File: config.mk
export PLATFORM = sky130hd
export DESIGN_NAME = uvm_mode_regs
export DESIGN_NICKNAME = d
export VERILOG_FILES = /design/src/design/uvm_pkg_regs.sv /design/src/design/uvm_mode_regs.sv
export SDC_FILE = /design/constraint.sdc
export NUM_CORES = 1
export LEC_CHECK = 0
export BUFFER_PORTS_ARGS = -buffer_cell sky130_fd_sc_hd__buf_2
export CORE_MARGIN = 2
export CORE_UTILIZATION = 35
export DETAILED_ROUTE_END_ITERATION = 8
export GPL_TIMING_DRIVEN = 0
export SLEW_MARGIN = 20
export SYNTH_ARGS = -nofsm -noshare
export SYNTH_HDL_FRONTEND = slang
export SYNTH_SLANG_ARGS = --single-unit
File: constraint.sdc
create_clock -name clk -period 1.7 [get_ports clk]
set_input_delay 0.085 -clock clk [delete_from_list [all_inputs] [get_ports clk]]
set_output_delay 0.085 -clock clk [all_outputs]
set_load 0.01 [all_outputs]
File: src/design/uvm_pkg_regs.sv
// Package holding offsets, reset values and timing constants for the mode registers.
package uvm_regs_pkg;

  // ==========================================================================
  // Configuration offsets
  // ==========================================================================
  localparam logic [7:0] UVM_OFF_BAR0 = 8'h10;
  localparam logic [7:0] UVM_OFF_BAR1 = 8'h11;
  localparam logic [7:0] UVM_OFF_BAR2 = 8'h12;
  localparam logic [7:0] UVM_OFF_BAR3 = 8'h13;
  localparam logic [7:0] UVM_OFF_MINGRANT = 8'h3e;
  localparam logic [7:0] UVM_OFF_MAX_LATENCY_HINT = 8'h3f;
  localparam logic [7:0] UVM_OFF_MODE1 = 8'h44;
  localparam logic [7:0] UVM_OFF_MODE2 = 8'h45;
  localparam logic [7:0] UVM_OFF_MODE3 = 8'h46;
  localparam logic [7:0] UVM_OFF_PMDBG_LO = 8'h48;
  localparam logic [7:0] UVM_OFF_PMDBG_HI = 8'h49;

  // ==========================================================================
  // Reset values
  // ==========================================================================
  localparam logic [7:0] UVM_RST_MAX_LATENCY_HINT = 8'h50;
  localparam logic [7:0] UVM_RST_MINGRANT = 8'h00;
  localparam logic [7:0] UVM_RST_MODE1 = 8'h2a;
  localparam logic [7:0] UVM_RST_MODE2 = 8'h00;
  localparam logic [7:0] UVM_RST_MODE3 = 8'h00;
  localparam logic [15:0] UVM_RST_PMDBG = 16'h0000;
  localparam logic [19:0] UVM_RST_BAR = 20'h00000;

  // ==========================================================================
  // Field positions
  // ==========================================================================
  localparam int UVM_M1_UNDERRUN = 6;
  localparam int UVM_M1_TRIPLE_N = 5;
  localparam int UVM_M1_WAKEUP = 4;
  localparam int UVM_M1_ALT_DMA = 3;
  localparam int UVM_M1_HALT = 2;
  localparam int UVM_M1_SLEEP_WS = 1;
  localparam int UVM_M1_SMALL_BUF = 0;
  localparam int UVM_M2_DLY_CLK = 7;
  localparam int UVM_M2_PORT_PWR = 5;
  localparam int UVM_M2_PM_MASK = 4;
  localparam int UVM_M2_RESUME = 3;
  localparam int UVM_M2_RESTORE = 2;
  localparam int UVM_M3_RESTORE_RDY = 0;

  // ==========================================================================
  // Timing and counts
  // ==========================================================================
  localparam int UVM_CLK_MHZ = 100;
  localparam int UVM_FS_MHZ = 12;
  localparam int UVM_FS_DIV = UVM_CLK_MHZ / UVM_FS_MHZ;
  localparam logic [3:0] UVM_FS_DIV_LAST = 4'(UVM_FS_DIV - 1);
  localparam logic [2:0] UVM_SUSP_CLKS = 3'h4;
  localparam logic [1:0] UVM_ERR_LIMIT = 2'h3;
  localparam logic [4:0] UVM_BUF_SMALL = 5'h10;
  localparam logic [5:0] UVM_BUF_LARGE = 6'h20;

endpackage

File: src/design/uvm_mode_regs.sv
// Mode register bank of the host controller with its control effects.
// Notes on behaviour
// - Max latency reads 50h at 3Fh.
// - First mode register resets to 2ah.
// - Bit 6 resets buffer pointer on underrun.
// - Bit 5 low: error after three events.
// - Bit 4 gates both wakeup control bits.
// - Bit 3 selects alternate DMA path.
// - Bit 2 halts buffer until next access.
// - Bit 1 allows waitstate write while no device is attached.
// - Bit 0: 16 byte region, else 32.
// - Second mode register resets to 00h.
// - Bit 7: four 12 MHz clocks before suspend.
// - Port power bit zero blocks bus drivers.
// - Bit 4 masks power management status.
// - Bit 3 drives resume in deep sleep.
// - Bit 2 restores registers after S3/S4.
// - Third register bit 0 restores after S3.
// - 16-bit reserved register at 48h, reset zero.
// - Operational block decoded at programmed base.
// - Wakeup enable plus resume signals wakeup.
`timescale 1ns/100ps
`default_nettype none

module uvm_mode_regs (
  // Clock and reset
  input wire logic clk,
  input wire logic arst_n,
  // Configuration byte port
  input wire logic cfg_wr,
  input wire logic cfg_rd,
  input wire logic [7:0] cfg_addr,
  input wire logic [7:0] cfg_wdata,
  output logic [7:0] cfg_rdata,
  // Memory decode for the operational block
  input wire logic [31:0] mem_addr,
  input wire logic mem_valid,
  output logic op_hit,
  // Controller events
  input wire logic data_underrun,
  input wire logic err_event,
  input wire logic buf_access,
  input wire logic no_device,
  input wire logic suspend_req,
  input wire logic resume_detect,
  input wire logic sleep_exit_s3,
  input wire logic sleep_exit_s4,
  input wire logic deep_sleep,
  input wire logic wake_connected_wr,
  input wire logic wake_enable_wr,
  input wire logic wake_wr,
  // Controls to the controller
  output logic buf_ptr_reset,
  output logic err_irq,
  output logic wakeup_connected_flag,
  output logic wakeup_enable_flag,
  output logic alternate_bus_data_path,
  output logic buffer_halted,
  output logic sleep_ws_write_ok,
  output logic [5:0] buf_region_bytes,
  output logic fs_clk_out,
  output logic suspend_enter,
  output logic port_drive_en,
  output logic pm_status_masked,
  output logic resume_drive,
  output logic restore_start,
  output logic wakeup_signal
);

  // ==========================================================================
  // State
  // ==========================================================================
  typedef enum logic [1:0] {UVM_S_IDLE, UVM_S_CLOCKS, UVM_S_SUSP} uvm_susp_t;

  typedef struct packed {
    logic [7:0] mode1;
    logic [7:0] mode2;
    logic [7:0] mode3;
    logic [15:0] pmdbg;
    logic [19:0] bar;
    logic [7:0] rdata;
    logic [1:0] err_cnt;
    logic halted;
    logic [3:0] div;
    logic [2:0] clk_cnt;
    uvm_susp_t susp;
    logic ptr_rst;
    logic irq;
    logic wk_conn;
    logic wk_en;
    logic fs_clk;
    logic susp_out;
    logic restore;
    logic wake;
    logic hit;
    logic [5:0] region;
    logic ws_ok;
    logic resume_drv;
  } uvm_state_t;

  uvm_state_t s_q;
  uvm_state_t s_d;

  function automatic logic [7:0] uvm_bar_byte(input logic [19:0] b,
                                              input logic [1:0] idx);
    logic [31:0] w;
    w = {b, 12'h000};
    uvm_bar_byte = w[8*idx +: 8];
  endfunction

  // ==========================================================================
  // Next state
  // ==========================================================================
  always_comb
  begin
    s_d = s_q;
    s_d.ptr_rst = 1'b0;
    s_d.irq = 1'b0;
    s_d.restore = 1'b0;
    s_d.wake = 1'b0;
    // Register writes; reserved bits simply store.
    if (cfg_wr)
    begin
      case (cfg_addr)
        uvm_regs_pkg::UVM_OFF_MODE1: s_d.mode1 = cfg_wdata;
        uvm_regs_pkg::UVM_OFF_MODE2: s_d.mode2 = cfg_wdata;
        uvm_regs_pkg::UVM_OFF_MODE3: s_d.mode3 = cfg_wdata;
        uvm_regs_pkg::UVM_OFF_PMDBG_LO: s_d.pmdbg[7:0] = cfg_wdata;
        uvm_regs_pkg::UVM_OFF_PMDBG_HI: s_d.pmdbg[15:8] = cfg_wdata;
        uvm_regs_pkg::UVM_OFF_BAR1: s_d.bar[3:0] = cfg_wdata[7:4];
        uvm_regs_pkg::UVM_OFF_BAR2: s_d.bar[11:4] = cfg_wdata;
        uvm_regs_pkg::UVM_OFF_BAR3: s_d.bar[19:12] = cfg_wdata;
        default: ;
      endcase
    end
    // Read data; unmapped offsets read zero.
    case (cfg_addr)
      uvm_regs_pkg::UVM_OFF_MAX_LATENCY_HINT:
        s_d.rdata = uvm_regs_pkg::UVM_RST_MAX_LATENCY_HINT;
      uvm_regs_pkg::UVM_OFF_MINGRANT:
        s_d.rdata = uvm_regs_pkg::UVM_RST_MINGRANT;
      uvm_regs_pkg::UVM_OFF_MODE1: s_d.rdata = s_q.mode1;
      uvm_regs_pkg::UVM_OFF_MODE2: s_d.rdata = s_q.mode2;
      uvm_regs_pkg::UVM_OFF_MODE3: s_d.rdata = s_q.mode3;
      uvm_regs_pkg::UVM_OFF_PMDBG_LO: s_d.rdata = s_q.pmdbg[7:0];
      uvm_regs_pkg::UVM_OFF_PMDBG_HI: s_d.rdata = s_q.pmdbg[15:8];
      uvm_regs_pkg::UVM_OFF_BAR0: s_d.rdata = uvm_bar_byte(s_q.bar, 2'h0);
      uvm_regs_pkg::UVM_OFF_BAR1: s_d.rdata = uvm_bar_byte(s_q.bar, 2'h1);
      uvm_regs_pkg::UVM_OFF_BAR2: s_d.rdata = uvm_bar_byte(s_q.bar, 2'h2);
      uvm_regs_pkg::UVM_OFF_BAR3: s_d.rdata = uvm_bar_byte(s_q.bar, 2'h3);
      default: s_d.rdata = 8'h00;
    endcase
    if (!cfg_rd)
      s_d.rdata = s_q.rdata;
    // Memory decode of the 4K operational window.
    s_d.hit = mem_valid && (mem_addr[31:12] == s_q.bar);
    // Underrun resets the buffer pointer when enabled.
    s_d.ptr_rst = data_underrun
      && s_q.mode1[uvm_regs_pkg::UVM_M1_UNDERRUN];
    // Error reporting, immediate or after three in a row.
    if (err_event)
    begin
      if (s_q.mode1[uvm_regs_pkg::UVM_M1_TRIPLE_N])
        s_d.irq = 1'b1;
      else if (s_q.err_cnt == uvm_regs_pkg::UVM_ERR_LIMIT - 2'h1)
      begin
        s_d.irq = 1'b1;
        s_d.err_cnt = 2'h0;
      end
      else
        s_d.err_cnt = s_q.err_cnt + 2'h1;
    end
    // Wakeup control bits only live while enabled.
    if (wake_wr)
    begin
      s_d.wk_conn = wake_connected_wr;
      s_d.wk_en = wake_enable_wr;
    end
    if (!s_q.mode1[uvm_regs_pkg::UVM_M1_WAKEUP])
    begin
      s_d.wk_conn = 1'b0;
      s_d.wk_en = 1'b0;
    end
    s_d.wake = s_q.wk_en && resume_detect;
    // Writing the halt bit stops the buffer until its next access.
    if (buf_access)
      s_d.halted = 1'b0;
    if (cfg_wr && cfg_addr == uvm_regs_pkg::UVM_OFF_MODE1
        && cfg_wdata[uvm_regs_pkg::UVM_M1_HALT])
      s_d.halted = 1'b1;
    // Restore after sleep exit.
    s_d.restore = (sleep_exit_s3
      && (s_q.mode3[uvm_regs_pkg::UVM_M3_RESTORE_RDY]
          || s_q.mode2[uvm_regs_pkg::UVM_M2_RESTORE]))
      || (sleep_exit_s4
          && s_q.mode2[uvm_regs_pkg::UVM_M2_RESTORE]);
    // Registered controls, some qualified by the controller's state.
    s_d.region = s_d.mode1[uvm_regs_pkg::UVM_M1_SMALL_BUF]
      ? {1'b0, uvm_regs_pkg::UVM_BUF_SMALL}
      : uvm_regs_pkg::UVM_BUF_LARGE;
    s_d.ws_ok = s_d.mode1[uvm_regs_pkg::UVM_M1_SLEEP_WS] && no_device;
    s_d.resume_drv = s_d.mode2[uvm_regs_pkg::UVM_M2_RESUME]
      && deep_sleep;
    // Full speed clock divider and suspend entry.
    s_d.div = (s_q.div == uvm_regs_pkg::UVM_FS_DIV_LAST) ? 4'h0
      : s_q.div + 4'h1;
    case (s_q.susp)
      UVM_S_IDLE:
      begin
        s_d.susp_out = 1'b0;
        s_d.fs_clk = 1'b0;
        if (suspend_req)
        begin
          if (s_q.mode2[uvm_regs_pkg::UVM_M2_DLY_CLK])
          begin
            s_d.susp = UVM_S_CLOCKS;
            s_d.clk_cnt = 3'h0;
            s_d.div = 4'h0;
          end
          else
          begin
            s_d.susp = UVM_S_SUSP;
            s_d.susp_out = 1'b1;
          end
        end
      end
      UVM_S_CLOCKS:
      begin
        if (s_q.div == 4'h0)
          s_d.fs_clk = 1'b1;
        else if (s_q.div == 4'(uvm_regs_pkg::UVM_FS_DIV / 2))
          s_d.fs_clk = 1'b0;
        if (s_q.div == uvm_regs_pkg::UVM_FS_DIV_LAST)
        begin
          s_d.clk_cnt = s_q.clk_cnt + 3'h1;
          if (s_q.clk_cnt == uvm_regs_pkg::UVM_SUSP_CLKS - 3'h1)
          begin
            s_d.susp = UVM_S_SUSP;
            s_d.susp_out = 1'b1;
          end
        end
      end
      UVM_S_SUSP:
      begin
        s_d.fs_clk = 1'b0;
        if (!suspend_req)
        begin
          s_d.susp = UVM_S_IDLE;
          s_d.susp_out = 1'b0;
        end
      end
      default: s_d.susp = UVM_S_IDLE;
    endcase
  end

  always_ff @(posedge clk or negedge arst_n)
  begin
    if (!arst_n)
    begin
      s_q <= '0;
      s_q.mode1 <= uvm_regs_pkg::UVM_RST_MODE1;
      s_q.mode2 <= uvm_regs_pkg::UVM_RST_MODE2;
      s_q.mode3 <= uvm_regs_pkg::UVM_RST_MODE3;
      s_q.pmdbg <= uvm_regs_pkg::UVM_RST_PMDBG;
      s_q.bar <= uvm_regs_pkg::UVM_RST_BAR;
      s_q.region <= uvm_regs_pkg::UVM_BUF_LARGE;
      s_q.susp <= UVM_S_IDLE;
    end
    else
      s_q <= s_d;
  end

  // ==========================================================================
  // Outputs
  // ==========================================================================
  // Every output is a register bit or a registered field of the state.
  assign cfg_rdata = s_q.rdata;
  assign op_hit = s_q.hit;
  assign buf_ptr_reset = s_q.ptr_rst;
  assign err_irq = s_q.irq;
  assign wakeup_connected_flag = s_q.wk_conn;
  assign wakeup_enable_flag = s_q.wk_en;
  assign alternate_bus_data_path =
    s_q.mode1[uvm_regs_pkg::UVM_M1_ALT_DMA];
  assign buffer_halted = s_q.halted;
  assign sleep_ws_write_ok = s_q.ws_ok;
  assign buf_region_bytes = s_q.region;
  assign fs_clk_out = s_q.fs_clk;
  assign suspend_enter = s_q.susp_out;
  assign port_drive_en = s_q.mode2[uvm_regs_pkg::UVM_M2_PORT_PWR];
  assign pm_status_masked = s_q.mode2[uvm_regs_pkg::UVM_M2_PM_MASK];
  assign resume_drive = s_q.resume_drv;
  assign restore_start = s_q.restore;
  assign wakeup_signal = s_q.wake;
endmodule

`default_nettype wire

==> metrics.log <==
INFO  metric vias = 3409
INFO  metric layout.area.seq = 2310 um^2
INFO  metric post_synth_top_flop = sky130_fd_sc_hd__dfrtp_1
INFO  metric place_congestion = 0.839
INFO  metric synthesis.area = 4660 um^2
INFO  metric path_cells = inv_1 > ha_2 > nand3_2 > a21o_1 > o21ai_0 > a22o_1
INFO  metric synthesis.yosys.warnings = 0
INFO  metric fin_crit = 1.60 ns
INFO  metric io_buffers = 73
INFO  metric design.core.area = 13100 um^2
INFO  metric initial_core_util = 0.355
INFO  metric pin_count_of_the_biggest_net_entering_global_routing = 69
INFO  metric cts-root-buf = sky130_fd_sc_hd__clkbuf_16
INFO  metric required = 1.98 ns
INFO  metric cell_area_after_layout = 5740 um^2
INFO  metric synth_xor_xnor_area_share = 0.0413
INFO  metric hp-class = in2reg
INFO  metric crit_path_start_kind = register
INFO  metric cts.htree.levels = 3
INFO  metric grt_setup_unrepaired = no
INFO  metric floorplan_die_area = 14300 um^2
INFO  metric floorplan.die.width = 119 um
INFO  metric timing.final.max_slew_violations = 0
INFO  metric edff_count_synth = 0
INFO  metric finalNetCount = 567
INFO  metric drt-total-wl = 11800 um
INFO  metric pre_antenna_drt_iters = 4
INFO  metric placed_area = 5290 um^2
INFO  metric finalHoldViolCount = 0
INFO  metric finalCritPeriodShare = 0.939
INFO  metric grt_pass1_vias = 3471
INFO  metric count_of_different_cell_masters_after_synthesis = 54
INFO  metric synth_simple_gate_area_share = 0.111
INFO  metric worstPathMaxFanout = 7
INFO  metric worst_ep_arrival_time = 1.88 ns
INFO  metric synth-seq-cells = 92
INFO  metric max_clock_freq = 626 MHz
INFO  metric cts.reportedPaths.clkPinSlew = 0.06 ns
INFO  metric status = finished clean
INFO  metric timing.hold.ws = 0.0142 ns
INFO  metric area.growth.synth_to_final = 23.1%
INFO  metric slew_headroom = 0.590
INFO  metric diodes = 0
INFO  metric vdd_ir_drop_max = 0.653 mV
INFO  metric global_route_wire_length_before_repair = 19000 um
INFO  metric setup_slack = 0.103 ns
INFO  metric max_capacitance_violation_count = 0
INFO  metric postRouteAntennaNets = 0
INFO  metric tritoncts.num_buffers = 9
INFO  metric viasPerCell = 5.04
INFO  metric slowest_stage = sky130_fd_sc_hd__dfrtp_1
INFO  metric floorplan_row_count = 42
INFO  metric filler_cell_count = 1265
INFO  metric post-route-drc-count = 0
INFO  metric cts.path.max_buffers = 2
INFO  metric worst_slew_pin_slew = 0.616 ns
INFO  metric antenna_found_initial = 0
INFO  metric pwr_density_cell = 969 nW/um^2
INFO  metric ios = 94
INFO  metric layout.cells.most_common_list = 88 x sky130_fd_sc_hd__dfrtp_1, 78 x sky130_fd_sc_hd__buf_2, 58 x sky130_fd_sc_hd__mux2_2
INFO  metric cts.sink_count = 92
INFO  metric multiInputGateArea = 2140 um^2
INFO  metric synthCells = 398
INFO  metric setup_viol_count_final = 0
INFO  metric layout_commonest_cell = sky130_fd_sc_hd__dfrtp_1
INFO  metric grt_total_ovfl = 0
INFO  metric clk_skew = 0.00847 ns
INFO  metric hpwl = 8620 um
INFO  metric worstPathBufferInverterCount = 1
INFO  metric max_stage_delay = 0.40 ns
INFO  metric drt-initial-drc-count = 162
INFO  metric p_leak = 2.76 nW
INFO  metric final_core_area_utilization = 0.437
INFO  metric global_route.usage.total = 0.177
INFO  metric post_drt_wl_per_cell = 17.5 um
INFO  metric clock_tree_from_tritoncts = done
INFO  metric die-height = 119 um
INFO  metric setup_tns = 0 ns
INFO  metric synthMuxAreaShare = 0.176
INFO  metric postSynth.asyncResetShare = 1.00
INFO  metric placement.setup.worst_slack = -0.261 ns
INFO  metric syn-mean-instance-area = 11.7 um^2
INFO  metric cpLargestDelayFamily = compound AO/OA/AOI/OAI gates
INFO  metric post_synthesis_adder_cell_area_fraction = 0.0188
INFO  metric critical_path_class = reg2reg
INFO  metric clock_latency_on_the_worst_skew_pair = 0.35 ns
INFO  metric drive_gt1_frac = 0.380
INFO  metric compound_cell_area_share_of_the_yosys_netlist = 0.105
INFO  metric endpoint_kind = register
INFO  metric combinational_family_with_the_most_area_after_synthesis = multiplexers
INFO  metric seq_total_area_yosys = 0.495
## sequential cells by signal (all words and copies together), names as in the netlist
register / count
err_irq: 1
resume_drive: 1
buf_ptr_reset: 1
port_drive_en: 1
buf_region_bytes: 1
op_hit: 1
wakeup_signal: 1
cfg_rdata: 8
sleep_ws_write_ok: 1
buffer_halted: 1
restore_start: 1
pm_status_masked: 1
s_q: 68
wakeup_connected_flag: 1
suspend_enter: 1
fs_clk_out: 1
alternate_bus_data_path: 1
wakeup_enable_flag: 1
## metal layers
metal / vias to the layer above / share of wire / GRT usage
li1: 1610 / - / -
met1: 1680 / 0.45 / 0.234
met2: 100 / 0.47 / 0.272
met3: 19 / 0.066 / 0.0498
met4: 0 / 0.021 / 0.0743
met5: - / 0 / 0
## stage by stage
step | total power, W | instances
after floorplan | 0.00302 | 401
after global placement | 0.00328 | 650
after detailed placement | 0.00335 | 651
after CTS | 0.00561 | 678
after global routing | 0.00583 | 676
final | 0.00556 | 676
## final timing paths
kind	endpoint	slack, ns	depth (start not counted)	from
max in group asynchronous	buf_region_bytes[5]	0.89	3	arst_n
min in group asynchronous	s_q[21]	0.16	2	arst_n
min reg2reg	buf_region_bytes[5]	0.47	1	s_q[89]
max reg2reg	s_q[19]	0.10	6	s_q[17]
max	s_q[19]	0.10	6	s_q[17]
min	wakeup_enable_flag	0.01	3	wake_enable_wr
## repair_timing
item	in CTS	in global routing
setup endpoints to repair	0	10
endpoints found under the hold margin	96	0
resized for setup	0	6
buffers inserted	0	0
hold buffers	11	0
## cell families (layout without fill, tap and decap cells)
logic type / Yosys count / after routing
AO/OA/AOI/OAI: 71 / 71
XOR/XNOR: 22 / 22
adder cells (fa/ha/maj): 7 / 7
buffers and inverters: 46 / 145
flip-flops: 92 / 92
multiplexers: 74 / 74
other: 1 / 4
AND/OR/NAND/NOR: 85 / 85
## final cells by class
cell class | instances | area share
plain buffers | 26 | 0.0303
inverters | 19 | 0.0124
repair buffers | 84 | 0.0870
well taps | 176 | 0.0384
multi-input cells | 263 | 0.372
flip-flops and latches | 92 | 0.402
clock inverters | 4 | 0.0126
clock buffers | 12 | 0.0447
## power breakdown
group          leakage, nW  total, W  internal, W  switching (W)
Clock                0.159   0.00222      0.00137       0.000852
Sequential            1.24   0.00249      0.00236       0.000133
Combinational         1.36  0.000853     0.000388       0.000465
## Yosys cell counts (2+ instances only)
cell type	number	share of area
sky130_fd_sc_hd__dfrtp_1	88	0.47
sky130_fd_sc_hd__a21oi_1	5	0.0054
sky130_fd_sc_hd__nand4_1	3	0.0040
sky130_fd_sc_hd__a22oi_1	7	0.011
sky130_fd_sc_hd__ha_1	7	0.019
sky130_fd_sc_hd__nand3b_1	2	0.0032
sky130_fd_sc_hd__mux2i_1	15	0.032
sky130_fd_sc_hd__a31oi_1	5	0.0067
sky130_fd_sc_hd__nand3_2	3	0.0064
sky130_fd_sc_hd__nor2b_1	7	0.0094
sky130_fd_sc_hd__a22o_1	7	0.013
sky130_fd_sc_hd__nand3_1	9	0.0097
sky130_fd_sc_hd__a221oi_1	2	0.0038
sky130_fd_sc_hd__nor2_1	8	0.0064
sky130_fd_sc_hd__xnor2_1	12	0.023
sky130_fd_sc_hd__o31ai_1	3	0.0048
sky130_fd_sc_hd__o22ai_1	15	0.020
sky130_fd_sc_hd__nand2b_1	3	0.0040
sky130_fd_sc_hd__a2bb2oi_1	5	0.0094
sky130_fd_sc_hd__dfstp_2	4	0.023
sky130_fd_sc_hd__o21ai_0	11	0.012
sky130_fd_sc_hd__nand3_4	2	0.0075
sky130_fd_sc_hd__buf_6	2	0.0048
sky130_fd_sc_hd__and2_1	8	0.011
sky130_fd_sc_hd__nand2_1	24	0.019
sky130_fd_sc_hd__buf_2	6	0.0064
sky130_fd_sc_hd__mux2_2	58	0.14
sky130_fd_sc_hd__clkbuf_1	5	0.0040
sky130_fd_sc_hd__xor2_1	10	0.019
sky130_fd_sc_hd__nor4_1	3	0.0040
sky130_fd_sc_hd__nor3_1	4	0.0043
sky130_fd_sc_hd__a21boi_0	2	0.0032
sky130_fd_sc_hd__inv_1	19	0.015
sky130_fd_sc_hd__buf_4	14	0.023
## tightest hold or removal path, cell delays in order
cell and delay (ns):
sky130_fd_sc_hd__buf_2 0.08, sky130_fd_sc_hd__mux2i_1 0.06, sky130_fd_sc_hd__nor2b_1 0.10
Power figures use the tool's default switching activity.
